## src/logic/lsr_pkg.sv

```systemverilog
// Constants and types for the light sensor command-register block.
package lsr_pkg;
   localparam logic [6:0]  TARGET_ADDR  = 7'h10;
   localparam logic [7:0]  CMD_CONFIG   = 8'h00;
   localparam logic [7:0]  CMD_UPPER    = 8'h01;
   localparam logic [7:0]  CMD_LOWER    = 8'h02;
   localparam logic [7:0]  CMD_PSAVE    = 8'h03;
   localparam logic [7:0]  CMD_LIGHT    = 8'h04;
   localparam logic [7:0]  CMD_BROAD    = 8'h05;
   localparam logic [7:0]  CMD_STATUS   = 8'h06;
   localparam logic [15:0] CONFIG_RESET = 16'h0001;
   localparam logic [15:0] WORD_ZERO    = 16'h0000;
   localparam logic [15:0] PSAVE_MASK   = 16'h0007;
   localparam logic [3:0]  BYTE_BITS    = 4'h8;
   localparam logic [3:0]  LAST_BIT     = 4'h7;
   localparam int GAIN_HI = 12;
   localparam int GAIN_LO = 11;
   localparam int IT_HI   = 9;
   localparam int IT_LO   = 6;
   localparam int PERS_HI = 5;
   localparam int PERS_LO = 4;
   localparam int IRQ_BIT = 1;
   localparam int SD_BIT  = 0;
   localparam int PSEL_HI = 2;
   localparam int PSEL_LO = 1;
   localparam int PSEN_BIT = 0;
   localparam int LOW_FLAG_BIT  = 15;
   localparam int HIGH_FLAG_BIT = 14;
   localparam logic [3:0]  IT_25  = 4'hC;
   localparam logic [3:0]  IT_50  = 4'h8;
   localparam logic [3:0]  IT_200 = 4'h1;
   localparam logic [3:0]  IT_400 = 4'h2;
   localparam logic [3:0]  IT_800 = 4'h3;
   localparam logic [12:0] MS_25  = 13'h0019;
   localparam logic [12:0] MS_50  = 13'h0032;
   localparam logic [12:0] MS_100 = 13'h0064;
   localparam logic [12:0] MS_200 = 13'h00C8;
   localparam logic [12:0] MS_400 = 13'h0190;
   localparam logic [12:0] MS_800 = 13'h0320;
   localparam logic [12:0] PSM_EXTRA_MS = 13'h01F4;
   localparam int CLK_HZ     = 40000000;
   localparam int TICK_MS    = 1;
   localparam int MS_CYCLES  = CLK_HZ / 1000 * TICK_MS;
   typedef enum logic [2:0] {
      ST_IDLE  = 3'b000,
      ST_RX    = 3'b001,
      ST_ACK   = 3'b010,
      ST_TX    = 3'b011,
      ST_TXACK = 3'b100
   } lsr_state_e;
   typedef enum logic [1:0] {
      PH_ADDR = 2'b00,
      PH_CMD  = 2'b01,
      PH_LO   = 2'b10,
      PH_HI   = 2'b11
   } lsr_phase_e;
endpackage

```

## src/logic/lsr_regs.sv

```systemverilog
// Light sensor command registers behind a two-wire serial target port.
//
// Operation
// - Answer only target address 0x10; address is fixed.
// - Address byte LSB picks direction: 20h writes, 21h reads.
// - Serial clock from 10 kHz to 400 kHz, supplied by host.
// - Command codes 00h to 06h decoded; every register is 16 bits.
// - Last light result held and readable unchanged during shutdown.
// - After leaving shutdown, new measurements replace the held result.
// - Configuration resets to 01, so the device starts shut down.
// - Configuration bits 12:11 select gain.
// - Configuration bits 9:6 select integration time 25 to 800 ms.
// - Configuration bits 5:4 set persistence of 1, 2, 4 or 8.
// - Configuration bit 1 enables threshold evaluation.
// - Configuration bit 0 set means shutdown, clear means measuring.
// - Register 01h holds the 16-bit upper threshold.
// - Register 02h holds the 16-bit lower threshold.
// - Power-saving bits 2:1 select one of four modes.
// - Power-saving bit 0 enables power-saving operation.
// - Register 04h reads the light result, low byte first.
// - Register 05h reads the broadband result.
// - Register 06h reads the threshold event status.
// - No interrupt pin; host polls the status register.
// - Status bit 15 flags lower crossing, bit 14 upper crossing.
// - Refresh period follows mode and integration time.
`timescale 1ns/100ps
module lsr_regs #(
   parameter int MS_CYCLES = lsr_pkg::MS_CYCLES
) (
   input  wire logic        clk_i,
   input  wire logic        rst_b_i,
   input  wire logic        scl_i,
   input  wire logic        sda_i,
   output logic             sda_o,
   output logic             sda_oe_o,
   input  wire logic [15:0] light_sample_i,
   input  wire logic [15:0] broad_sample_i,
   input  wire logic        sample_valid_i,
   output logic             meas_start_o,
   output logic             shutdown_o,
   output logic [1:0]       gain_select_o,
   output logic [3:0]       integration_time_select_o
);
   import lsr_pkg::*;

   // ----------------------------------------
   // Pin synchronisers
   // ----------------------------------------
   logic scl_meta, scl_sync, scl_prev, sda_meta, sda_sync, sda_prev;
   always_ff @(posedge clk_i) begin
      scl_meta <= scl_i;
      scl_sync <= scl_meta;
      scl_prev <= scl_sync;
      sda_meta <= sda_i;
      sda_sync <= sda_meta;
      sda_prev <= sda_sync;
   end
   logic scl_rise, scl_fall, start_seen, stop_seen;
   assign scl_rise   = scl_sync & ~scl_prev;
   assign scl_fall   = ~scl_sync & scl_prev;
   assign start_seen = scl_sync & scl_prev & sda_prev & ~sda_sync;
   assign stop_seen  = scl_sync & scl_prev & ~sda_prev & sda_sync;

   // ----------------------------------------
   // Registers and serial target
   // ----------------------------------------
   lsr_state_e  state, next_state;
   lsr_phase_e  phase, next_phase;
   logic [3:0]  bit_cnt, next_bit_cnt;
   logic [7:0]  shreg, next_shreg, cmd, next_cmd, hold, next_hold;
   logic        rw, next_rw, tx_hi, next_tx_hi, nack, next_nack;
   logic        sda_oe, next_sda_oe, status_clr, next_status_clr;
   logic [15:0] measure_config, next_measure_config;
   logic [15:0] upper_limit, next_upper_limit;
   logic [15:0] lower_limit, next_lower_limit;
   logic [15:0] power_save_ctrl, next_power_save_ctrl;
   logic [15:0] light_result, broadband_result, limit_crossing_status, rd_word;
   logic        upper_crossing_flag, lower_crossing_flag;

   // Read-only results; write-only registers read as zero.
   always_comb begin
      if (cmd == CMD_LIGHT) begin
         rd_word = light_result;
      end else if (cmd == CMD_BROAD) begin
         rd_word = broadband_result;
      end else if (cmd == CMD_STATUS) begin
         rd_word = limit_crossing_status;
      end else begin
         rd_word = WORD_ZERO;
      end
   end

   always_comb begin
      next_state = state;
      next_phase = phase;
      next_bit_cnt = bit_cnt;
      next_shreg = shreg;
      next_cmd = cmd;
      next_hold = hold;
      next_rw = rw;
      next_tx_hi = tx_hi;
      next_nack = nack;
      next_sda_oe = sda_oe;
      next_status_clr = 1'b0;
      next_measure_config = measure_config;
      next_upper_limit = upper_limit;
      next_lower_limit = lower_limit;
      next_power_save_ctrl = power_save_ctrl;
      if (start_seen) begin
         next_state = ST_RX;
         next_phase = PH_ADDR;
         next_bit_cnt = 4'h0;
         next_sda_oe = 1'b0;
      end else if (stop_seen) begin
         next_state = ST_IDLE;
         next_sda_oe = 1'b0;
      end else begin
         case (state)
            ST_RX: begin
               if (scl_rise) begin
                  next_shreg = {shreg[6:0], sda_sync};
                  next_bit_cnt = bit_cnt + 4'h1;
               end else if (scl_fall && bit_cnt == BYTE_BITS) begin
                  next_state = ST_ACK;
                  next_sda_oe = 1'b1;
                  case (phase)
                     PH_ADDR: begin
                        if (shreg[7:1] == TARGET_ADDR) begin
                           next_rw = shreg[0];
                        end else begin
                           next_state = ST_IDLE;
                           next_sda_oe = 1'b0;
                        end
                     end
                     PH_CMD: next_cmd = shreg;
                     PH_LO: next_hold = shreg;
                     default: begin
                        if (cmd == CMD_CONFIG) begin
                           next_measure_config = {shreg, hold};
                        end else if (cmd == CMD_UPPER) begin
                           next_upper_limit = {shreg, hold};
                        end else if (cmd == CMD_LOWER) begin
                           next_lower_limit = {shreg, hold};
                        end else if (cmd == CMD_PSAVE) begin
                           next_power_save_ctrl = {shreg, hold} & PSAVE_MASK;
                        end
                     end
                  endcase
               end
            end
            ST_ACK: begin
               if (scl_fall) begin
                  next_bit_cnt = 4'h0;
                  if (rw && phase == PH_ADDR) begin
                     next_state = ST_TX;
                     next_shreg = rd_word[7:0];
                     next_hold = rd_word[15:8];
                     next_tx_hi = 1'b1;
                     next_sda_oe = ~rd_word[7];
                  end else begin
                     next_state = ST_RX;
                     next_sda_oe = 1'b0;
                     case (phase)
                        PH_ADDR: next_phase = PH_CMD;
                        PH_CMD: next_phase = PH_LO;
                        PH_LO: next_phase = PH_HI;
                        default: next_phase = PH_LO;
                     endcase
                  end
               end
            end
            ST_TX: begin
               if (scl_fall) begin
                  if (bit_cnt == LAST_BIT) begin
                     next_state = ST_TXACK;
                     next_sda_oe = 1'b0;
                  end else begin
                     next_shreg = {shreg[6:0], 1'b0};
                     next_sda_oe = ~shreg[6];
                     next_bit_cnt = bit_cnt + 4'h1;
                  end
               end
            end
            ST_TXACK: begin
               if (scl_rise) begin
                  next_nack = sda_sync;
               end else if (scl_fall) begin
                  // A full word has gone out once the high byte is acknowledged or not.
                  next_status_clr = ~tx_hi && cmd == CMD_STATUS;
                  next_bit_cnt = 4'h0;
                  if (nack) begin
                     next_state = ST_IDLE;
                  end else begin
                     next_state = ST_TX;
                     next_shreg = tx_hi ? hold : rd_word[7:0];
                     next_hold = tx_hi ? hold : rd_word[15:8];
                     next_sda_oe = tx_hi ? ~hold[7] : ~rd_word[7];
                     next_tx_hi = ~tx_hi;
                  end
               end
            end
            default: next_state = ST_IDLE;
         endcase
      end
   end

   always_ff @(posedge clk_i) begin
      if (!rst_b_i) begin
         state <= ST_IDLE;
         phase <= PH_ADDR;
         bit_cnt <= 4'h0;
         shreg <= 8'h00;
         cmd <= 8'h00;
         hold <= 8'h00;
         rw <= 1'b0;
         tx_hi <= 1'b0;
         nack <= 1'b0;
         sda_oe <= 1'b0;
         status_clr <= 1'b0;
         measure_config <= CONFIG_RESET;
         upper_limit <= WORD_ZERO;
         lower_limit <= WORD_ZERO;
         power_save_ctrl <= WORD_ZERO;
      end else begin
         state <= next_state;
         phase <= next_phase;
         bit_cnt <= next_bit_cnt;
         shreg <= next_shreg;
         cmd <= next_cmd;
         hold <= next_hold;
         rw <= next_rw;
         tx_hi <= next_tx_hi;
         nack <= next_nack;
         sda_oe <= next_sda_oe;
         status_clr <= next_status_clr;
         measure_config <= next_measure_config;
         upper_limit <= next_upper_limit;
         lower_limit <= next_lower_limit;
         power_save_ctrl <= next_power_save_ctrl;
      end
   end

   // ----------------------------------------
   // Measurement timing, results and flags
   // ----------------------------------------
   logic        shutdown, irq_en, tick_end, set_up, set_low;
   logic [15:0] tick_cnt, next_tick_cnt;
   logic [12:0] ms_cnt, next_ms_cnt, period_ms;
   logic [3:0]  up_cnt, next_up_cnt, low_cnt, next_low_cnt, pers_target;
   logic [15:0] next_light_result, next_broadband_result;
   logic        next_upper_flag, next_lower_flag, next_meas_start;
   assign shutdown = measure_config[SD_BIT];
   assign irq_en = measure_config[IRQ_BIT];
   assign pers_target = 4'h1 << measure_config[PERS_HI:PERS_LO];
   assign tick_end = tick_cnt == 16'(MS_CYCLES - 1);
   assign limit_crossing_status = {lower_crossing_flag, upper_crossing_flag, 14'h0000};

   always_comb begin
      case (measure_config[IT_HI:IT_LO])
         IT_25: period_ms = MS_25;
         IT_50: period_ms = MS_50;
         IT_200: period_ms = MS_200;
         IT_400: period_ms = MS_400;
         IT_800: period_ms = MS_800;
         default: period_ms = MS_100;
      endcase
      if (power_save_ctrl[PSEN_BIT]) begin
         period_ms = period_ms + (PSM_EXTRA_MS << power_save_ctrl[PSEL_HI:PSEL_LO]);
      end
   end

   always_comb begin
      next_tick_cnt = (shutdown || tick_end) ? 16'h0000 : tick_cnt + 16'h0001;
      next_ms_cnt = ms_cnt;
      next_meas_start = 1'b0;
      if (shutdown) begin
         next_ms_cnt = 13'h0000;
      end else if (tick_end) begin
         if (ms_cnt >= period_ms - 13'h0001) begin
            next_ms_cnt = 13'h0000;
            next_meas_start = 1'b1;
         end else begin
            next_ms_cnt = ms_cnt + 13'h0001;
         end
      end
      next_light_result = light_result;
      next_broadband_result = broadband_result;
      next_up_cnt = up_cnt;
      next_low_cnt = low_cnt;
      set_up = 1'b0;
      set_low = 1'b0;
      if (sample_valid_i && !shutdown) begin
         next_light_result = light_sample_i;
         next_broadband_result = broad_sample_i;
         if (irq_en) begin
            next_up_cnt = light_sample_i > upper_limit ? up_cnt + {3'h0, up_cnt < pers_target} : 4'h0;
            next_low_cnt = light_sample_i < lower_limit ? low_cnt + {3'h0, low_cnt < pers_target} : 4'h0;
            set_up = next_up_cnt >= pers_target;
            set_low = next_low_cnt >= pers_target;
         end
      end
      // A crossing that lands on the clearing read survives it.
      next_upper_flag = set_up | (upper_crossing_flag & ~status_clr);
      next_lower_flag = set_low | (lower_crossing_flag & ~status_clr);
   end

   always_ff @(posedge clk_i) begin
      if (!rst_b_i) begin
         tick_cnt <= 16'h0000;
         ms_cnt <= 13'h0000;
         meas_start_o <= 1'b0;
         light_result <= WORD_ZERO;
         broadband_result <= WORD_ZERO;
         up_cnt <= 4'h0;
         low_cnt <= 4'h0;
         upper_crossing_flag <= 1'b0;
         lower_crossing_flag <= 1'b0;
         sda_o <= 1'b0;
         sda_oe_o <= 1'b0;
         shutdown_o <= 1'b1;
         gain_select_o <= 2'h0;
         integration_time_select_o <= 4'h0;
      end else begin
         tick_cnt <= next_tick_cnt;
         ms_cnt <= next_ms_cnt;
         meas_start_o <= next_meas_start;
         light_result <= next_light_result;
         broadband_result <= next_broadband_result;
         up_cnt <= next_up_cnt;
         low_cnt <= next_low_cnt;
         upper_crossing_flag <= next_upper_flag;
         lower_crossing_flag <= next_lower_flag;
         sda_o <= 1'b0;
         sda_oe_o <= next_sda_oe;
         shutdown_o <= next_measure_config[SD_BIT];
         gain_select_o <= next_measure_config[GAIN_HI:GAIN_LO];
         integration_time_select_o <= next_measure_config[IT_HI:IT_LO];
      end
   end
endmodule

```

## config.mk

```make
export PLATFORM = sky130hd
export DESIGN_NAME = lsr_regs
export DESIGN_NICKNAME = d
export VERILOG_FILES = /design/src/logic/lsr_pkg.sv /design/src/logic/lsr_regs.sv
export SDC_FILE = /design/constraint.sdc
export NUM_CORES = 1
export LEC_CHECK = 0
export BUFFER_PORTS_ARGS = -buffer_cell sky130_fd_sc_hd__buf_2
export CORE_MARGIN = 8
export CORE_UTILIZATION = 60
export CTS_BUF_LIST = sky130_fd_sc_hd__clkbuf_8 sky130_fd_sc_hd__clkbuf_16
export CTS_CLUSTER_SIZE = 8
export DETAILED_ROUTE_END_ITERATION = 7
export GPL_TIMING_DRIVEN = 1
export PLACE_DENSITY = 0.78
export SLEW_MARGIN = 15
export SYNTH_ARGS = -nofsm -noshare
export SYNTH_HDL_FRONTEND = slang
export SYNTH_SLANG_ARGS = --single-unit
```

## constraint.sdc

```tcl
create_clock -name clk_i -period 5.7 [get_ports clk_i]
set_input_delay 1.14 -clock clk_i [delete_from_list [all_inputs] [get_ports clk_i]]
set_output_delay 1.14 -clock clk_i [all_outputs]
set_load 0.005 [all_outputs]
```

# == Word-level counts from Yosys, hierarchy flattened ==
# Index checks and enable logic that the tools add are counted.
# classes
addsub,7
order_cmp,7
eq_ne,41
shift,2
mux,80
n_bitwise,32
n_reduce_logical,34
# ops
op,count
$mux 8,18
$mux 13,9
$pmux 10 s5,1
$mux 16,3
$pmux 8 s4,1
$mux 4,7
$ne 4x4->1 const B,7
$reduce_and 7->1,4
$ne 2x2->1 const B,13
$eq 8x3->1 const B,3
$mux 1,24
$pmux 8 s3,1
$reduce_and 8->1,3
$mux 3,7
$not 1->1,21
$add 16x1->16 const B,1
$eq 16x16->1 const B,1
$eq 8x2->1 const B,2
$gt 16x16->1,1
$lt 16x16->1,1
$pmux 4 s4,1
$add 13x1->13 const B,1
$add 13x13->13,1
$ge 13x13->1,1
other kinds (43),71
# word_totals
register_bits,171

# == Depth between registers and ports, before layout ==
# depth
word_depth,10
mapped_depth,21
ltp_nobuf,19

# == Worst setup path before layout ==
# Ideal clock, no wire load.
# synth_path
kind,register to register
start,register measure_config[9]
end,register ms_cnt[3]
setup_time_ns,0.064
arrival_time_ns,4.417
slack_ns,1.219
path_stages_with_launch,20
synth_period_minus_slack_ns,4.481
path_cell_list,dfxtp_1 clkbuf_1 nor4bb_1 a21oi_1 ha_1 clkbuf_1 a21o_1 a221oi_1 xnor2_1 nor4bb_1 nand3_1 xor2_1 ha_1 a21o_1 a21o_1 a21o_1 a211oi_1 o21ai_0 buf_2 nor2_1
# synth_via
elab_chain_cells,7
elab_cells_between_ends,11
cone_classes,add/sub (2); order compare (1); eq/ne (5); mux (3)
# synth_lines
element,line_no,rtl
"start, declared",lsr_regs.sv:73,"logic [15:0] measure_config, next_measure_config;"
"start signal, assigned",lsr_regs.sv:236,measure_config <= next_measure_config;
$eq 4x2->1 (tied with other cells),lsr_regs.sv:259,case (measure_config[IT_HI:IT_LO])
$pmux 10 s5 (*),lsr_regs.sv:259,
$add 13x13->13,lsr_regs.sv:268,period_ms = period_ms + (PSM_EXTRA_MS << power_save_ctrl[PSEL_HI:PSEL_LO]);
$mux 13 (*),lsr_regs.sv:267,if (power_save_ctrl[PSEN_BIT]) begin
$sub 13x1->13 (*),lsr_regs.sv:279,if (ms_cnt >= period_ms - 13'h0001) begin
$ge 13x13->1 (*),lsr_regs.sv:279,
$mux 13 (*),lsr_regs.sv:279,
"end signal, assigned",lsr_regs.sv:325,ms_cnt <= next_ms_cnt;
"end, declared",lsr_regs.sv:248,"logic [12:0] ms_cnt, next_ms_cnt, period_ms;"
# Mark *: on every way between the ends. The rest lies on a longest branch, timed or not.
# A chain may end at the register's enable or synchronous reset.

# == Worst setup path after layout ==
# layout_path
start,register measure_config[9]
end,register ms_cnt[8]
# Same word-level chain as after synthesis.

==> impl_metrics.json <==
{
  "worstMarginPinSlew_ps": 1080,
  "start_util_pct": 60.5,
  "core-area_um2": 15700,
  "synth_top_cell_by_area": "dfxtp_1",
  "place_congestion": 0.918,
  "syn_area_um2": 9470,
  "max_freq_mhz": 199,
  "min_from": "sda_meta",
  "crit_top_cell": "a21o_1",
  "synth_cell_types": 76,
  "worstSkewPairLatency_ps": 430,
  "yosys_register_bits": 161,
  "io_buffers": 45,
  "ys_seq_area_share_pct": 34.0,
  "nets": 1236,
  "grt_max_degree": 86,
  "cts_tree": "built",
  "synth_edf_count": 0,
  "grt_pass1_wl_mm": 38.1,
  "start_kind": "flop",
  "worstSetupPathType": "flop to flop",
  "postCtsHoldBufs": 0,
  "syn2layout_area_growth_pct": 9.42,
  "worstPathArrival_ps": 5320,
  "cp_slowest_cell": "o21ai_1",
  "rows": 46,
  "dp_hpwl_mm": 16.2,
  "worst_setup_path_end_kind": "flop",
  "setup_viol": 0,
  "relSlewSlack_pct": 27.9,
  "avgRoutedWirePerCell_um": 17.0,
  "synth_area_per_cell_um2": 8.50,
  "reg2reg_setup_slack_ps": 660,
  "ant_nets": 0,
  "cts_resized": 0,
  "ys_top_cells_by_count": "dfxtp_1, nand2_1, ha_1",
  "r2r_cells": 16,
  "post_cts_buffers": 0,
  "vias": 7930,
  "finalHoldViolCount": 0,
  "grt_pass1_vias": 7663,
  "path_max_fanout": 12,
  "ys.flop_type": "dfxtp_1",
  "dieWidth_um": 142,
  "fp.dieArea_um2": 20100,
  "rsz0062_at_grt": "no",
  "yosys_warnings": 0,
  "cts.path.max_buffers": 2,
  "synth_cells": 1115,
  "netlist_top_cells_area": "dfxtp_1, ha_1, mux2i_1",
  "grt_usage_pct": 23.6,
  "antenna_found_initial": 0,
  "io_pins": 47,
  "period_share_pct": 88.4,
  "power.total_mw": 2.47,
  "yosysMostFrequentCell": "dfxtp_1",
  "drtPass1Iterations": 5,
  "async_flop_share_pct": 0,
  "wl_mm": 23.0,
  "dpl_cell_area_um2": 9760,
  "cp.required_ps": 5980,
  "first_iter_violations": 520,
  "maxSlewViolCount": 0,
  "vias_per_cell": 5.86,
  "clock_sinks": 161,
  "timing.rr.end": "ms_cnt[8]",
  "hold_depth": 0,
  "peakVddDrop_uv": 254,
  "synth_nets": 1226,
  "clk_pin_slew_ps": 70,
  "min_to": "sda_sync",
  "powerDensity_nw_per_um2": 238,
  "max_stage_delay_ps": 660,
  "drive_gt1_share_pct": 9.40,
  "status": "finished, final reports clean",
  "path_cells": "nor4bb_1, a21oi_1, ha_1, a21o_1, a221oi_1, xnor2_1, nor4bb_1, nand3_1, xor2_1, ha_1, a21o_1, a21o_1, a21o_1, o21ai_0, o21ai_1, nor2_1",
  "setup_tns_ps": 0,
  "fillers": 1344,
  "die_height_um": 142,
  "min_path_type": "flop to flop",
  "cap_violations": 0,
  "fin_skew_ps": 9.47,
  "min_period_ps": 5040,
  "htree_levels": 4,
  "leakage_nw": 3.87,
  "cts_buffers": 17,
  "num_antenna_cells": 0,
  "r2r-start": "measure_config[9]",
  "grt-ovfl-total": 0,
  "synth_top_area_share_pct": 34.0,
  "cts_root_buf": "clkbuf_16",
  "drc": 0,
  "final_area_um2": 10400
}
[final cells by class]
class                   count  area [um2]  area share, %
clock buffers              18         439           4.24
clock inverters            14         164           1.58
inverters                  56         210           2.03
multi-input cells         837        5780           55.8
flip-flops and latches    161        3220           31.1
well taps                 216         270           2.61
repair buffers             52         278           2.68
[cell families (layout without fill, tap and decap cells)]
logic type,count (synthesis),count (layout),synth area share [%]
AOI/OAI and AO/OA,230,230,16.9
xor gates and xnor gates,44,44,4.07
muxes,59,59,6.26
adders and majority gates,74,74,9.85
other,1,1,0.0396
DFF,161,161,34.0
and+or+nand+nor,429,429,23.7
buffers and inverters,117,140,5.16
[cells in the final DEF, fill, tap and decap left out, types with 6 or more instances in the layout]
master,instances
or3_1,9
clkbuf_16,17
nor3_1,21
xnor2_1,25
and3_1,16
o21ai_0,36
dfxtp_1,161
nand2b_1,29
nor2_1,63
buf_4,7
buf_2,45
nor2b_1,58
a21boi_0,45
inv_6,7
nand4_1,15
mux2i_1,57
a21o_1,20
xor2_1,19
a211oi_1,6
ha_1,73
inv_1,57
nand3_1,24
a21oi_1,44
a22o_1,9
nand2_1,139
o211a_1,7
a22oi_1,9
and2_1,10
[worst max-delay path, delay by kind of cell, from the launching register on]
family          cells  cell delay (ps)
xor+xnor            2              380
simple gates        4             1380
compound gates      8             1860
flops               1              520
fa+ha+maj           2              740
[how the worst max path moves through the flow]
stage | startpoint | to | slack (ps) | cells after the start
6_report | measure_config[9] | ms_cnt[8] | 660 | 16
4_1_cts | measure_config[9] | ms_cnt[4] | 400 | 16
3_5_place_dp | measure_config[9] | ms_cnt[4] | 440 | 16
2_1_floorplan | measure_config[9] | ms_cnt[3] | 1220 | 19
3_3_place_gp | measure_config[9] | ms_cnt[6] | 590 | 16
5_1_grt | measure_config[9] | ms_cnt[4] | 230 | 16
[routing by layer]
layer	GRT usage (%)	vias up	share of wire (%)
met4	9.78	0	2.7
li1	-	3939	-
met5	0	-	0
met3	4.67	42	4.5
met1	29.1	3746	45
met2	39.6	203	48
[registers in the layout, indices dropped and copies added (netlist names), 2 cells and up]
register / cells
upper_limit: 16
lower_limit: 16
tick_cnt: 16
up_cnt: 4
state: 3
measure_config: 10
cmd: 8
low_cnt: 4
ms_cnt: 13
bit_cnt: 4
phase: 2
light_result: 16
broadband_result: 16
power_save_ctrl: 3
shreg: 8
hold: 8
[through the flow]
step	cells	setup slack, ps	utilization [%]	hold slack, ps
after floorplan	1115	1220	-	310
final	1354	664	66.2	328
after detailed placement	1322	437	62.4	314
after global routing	1354	233	66.2	336
after global placement	1322	595	62.4	311
after CTS	1354	396	66.2	331
[power breakdown]
part           switching, mW  internal, mW  total, mW
Combinational         0.0757        0.0594      0.135
Clock                  0.503         0.672       1.17
Sequential            0.0218          1.13       1.16
No activity file was read; power rests on OpenSTA's default activity.
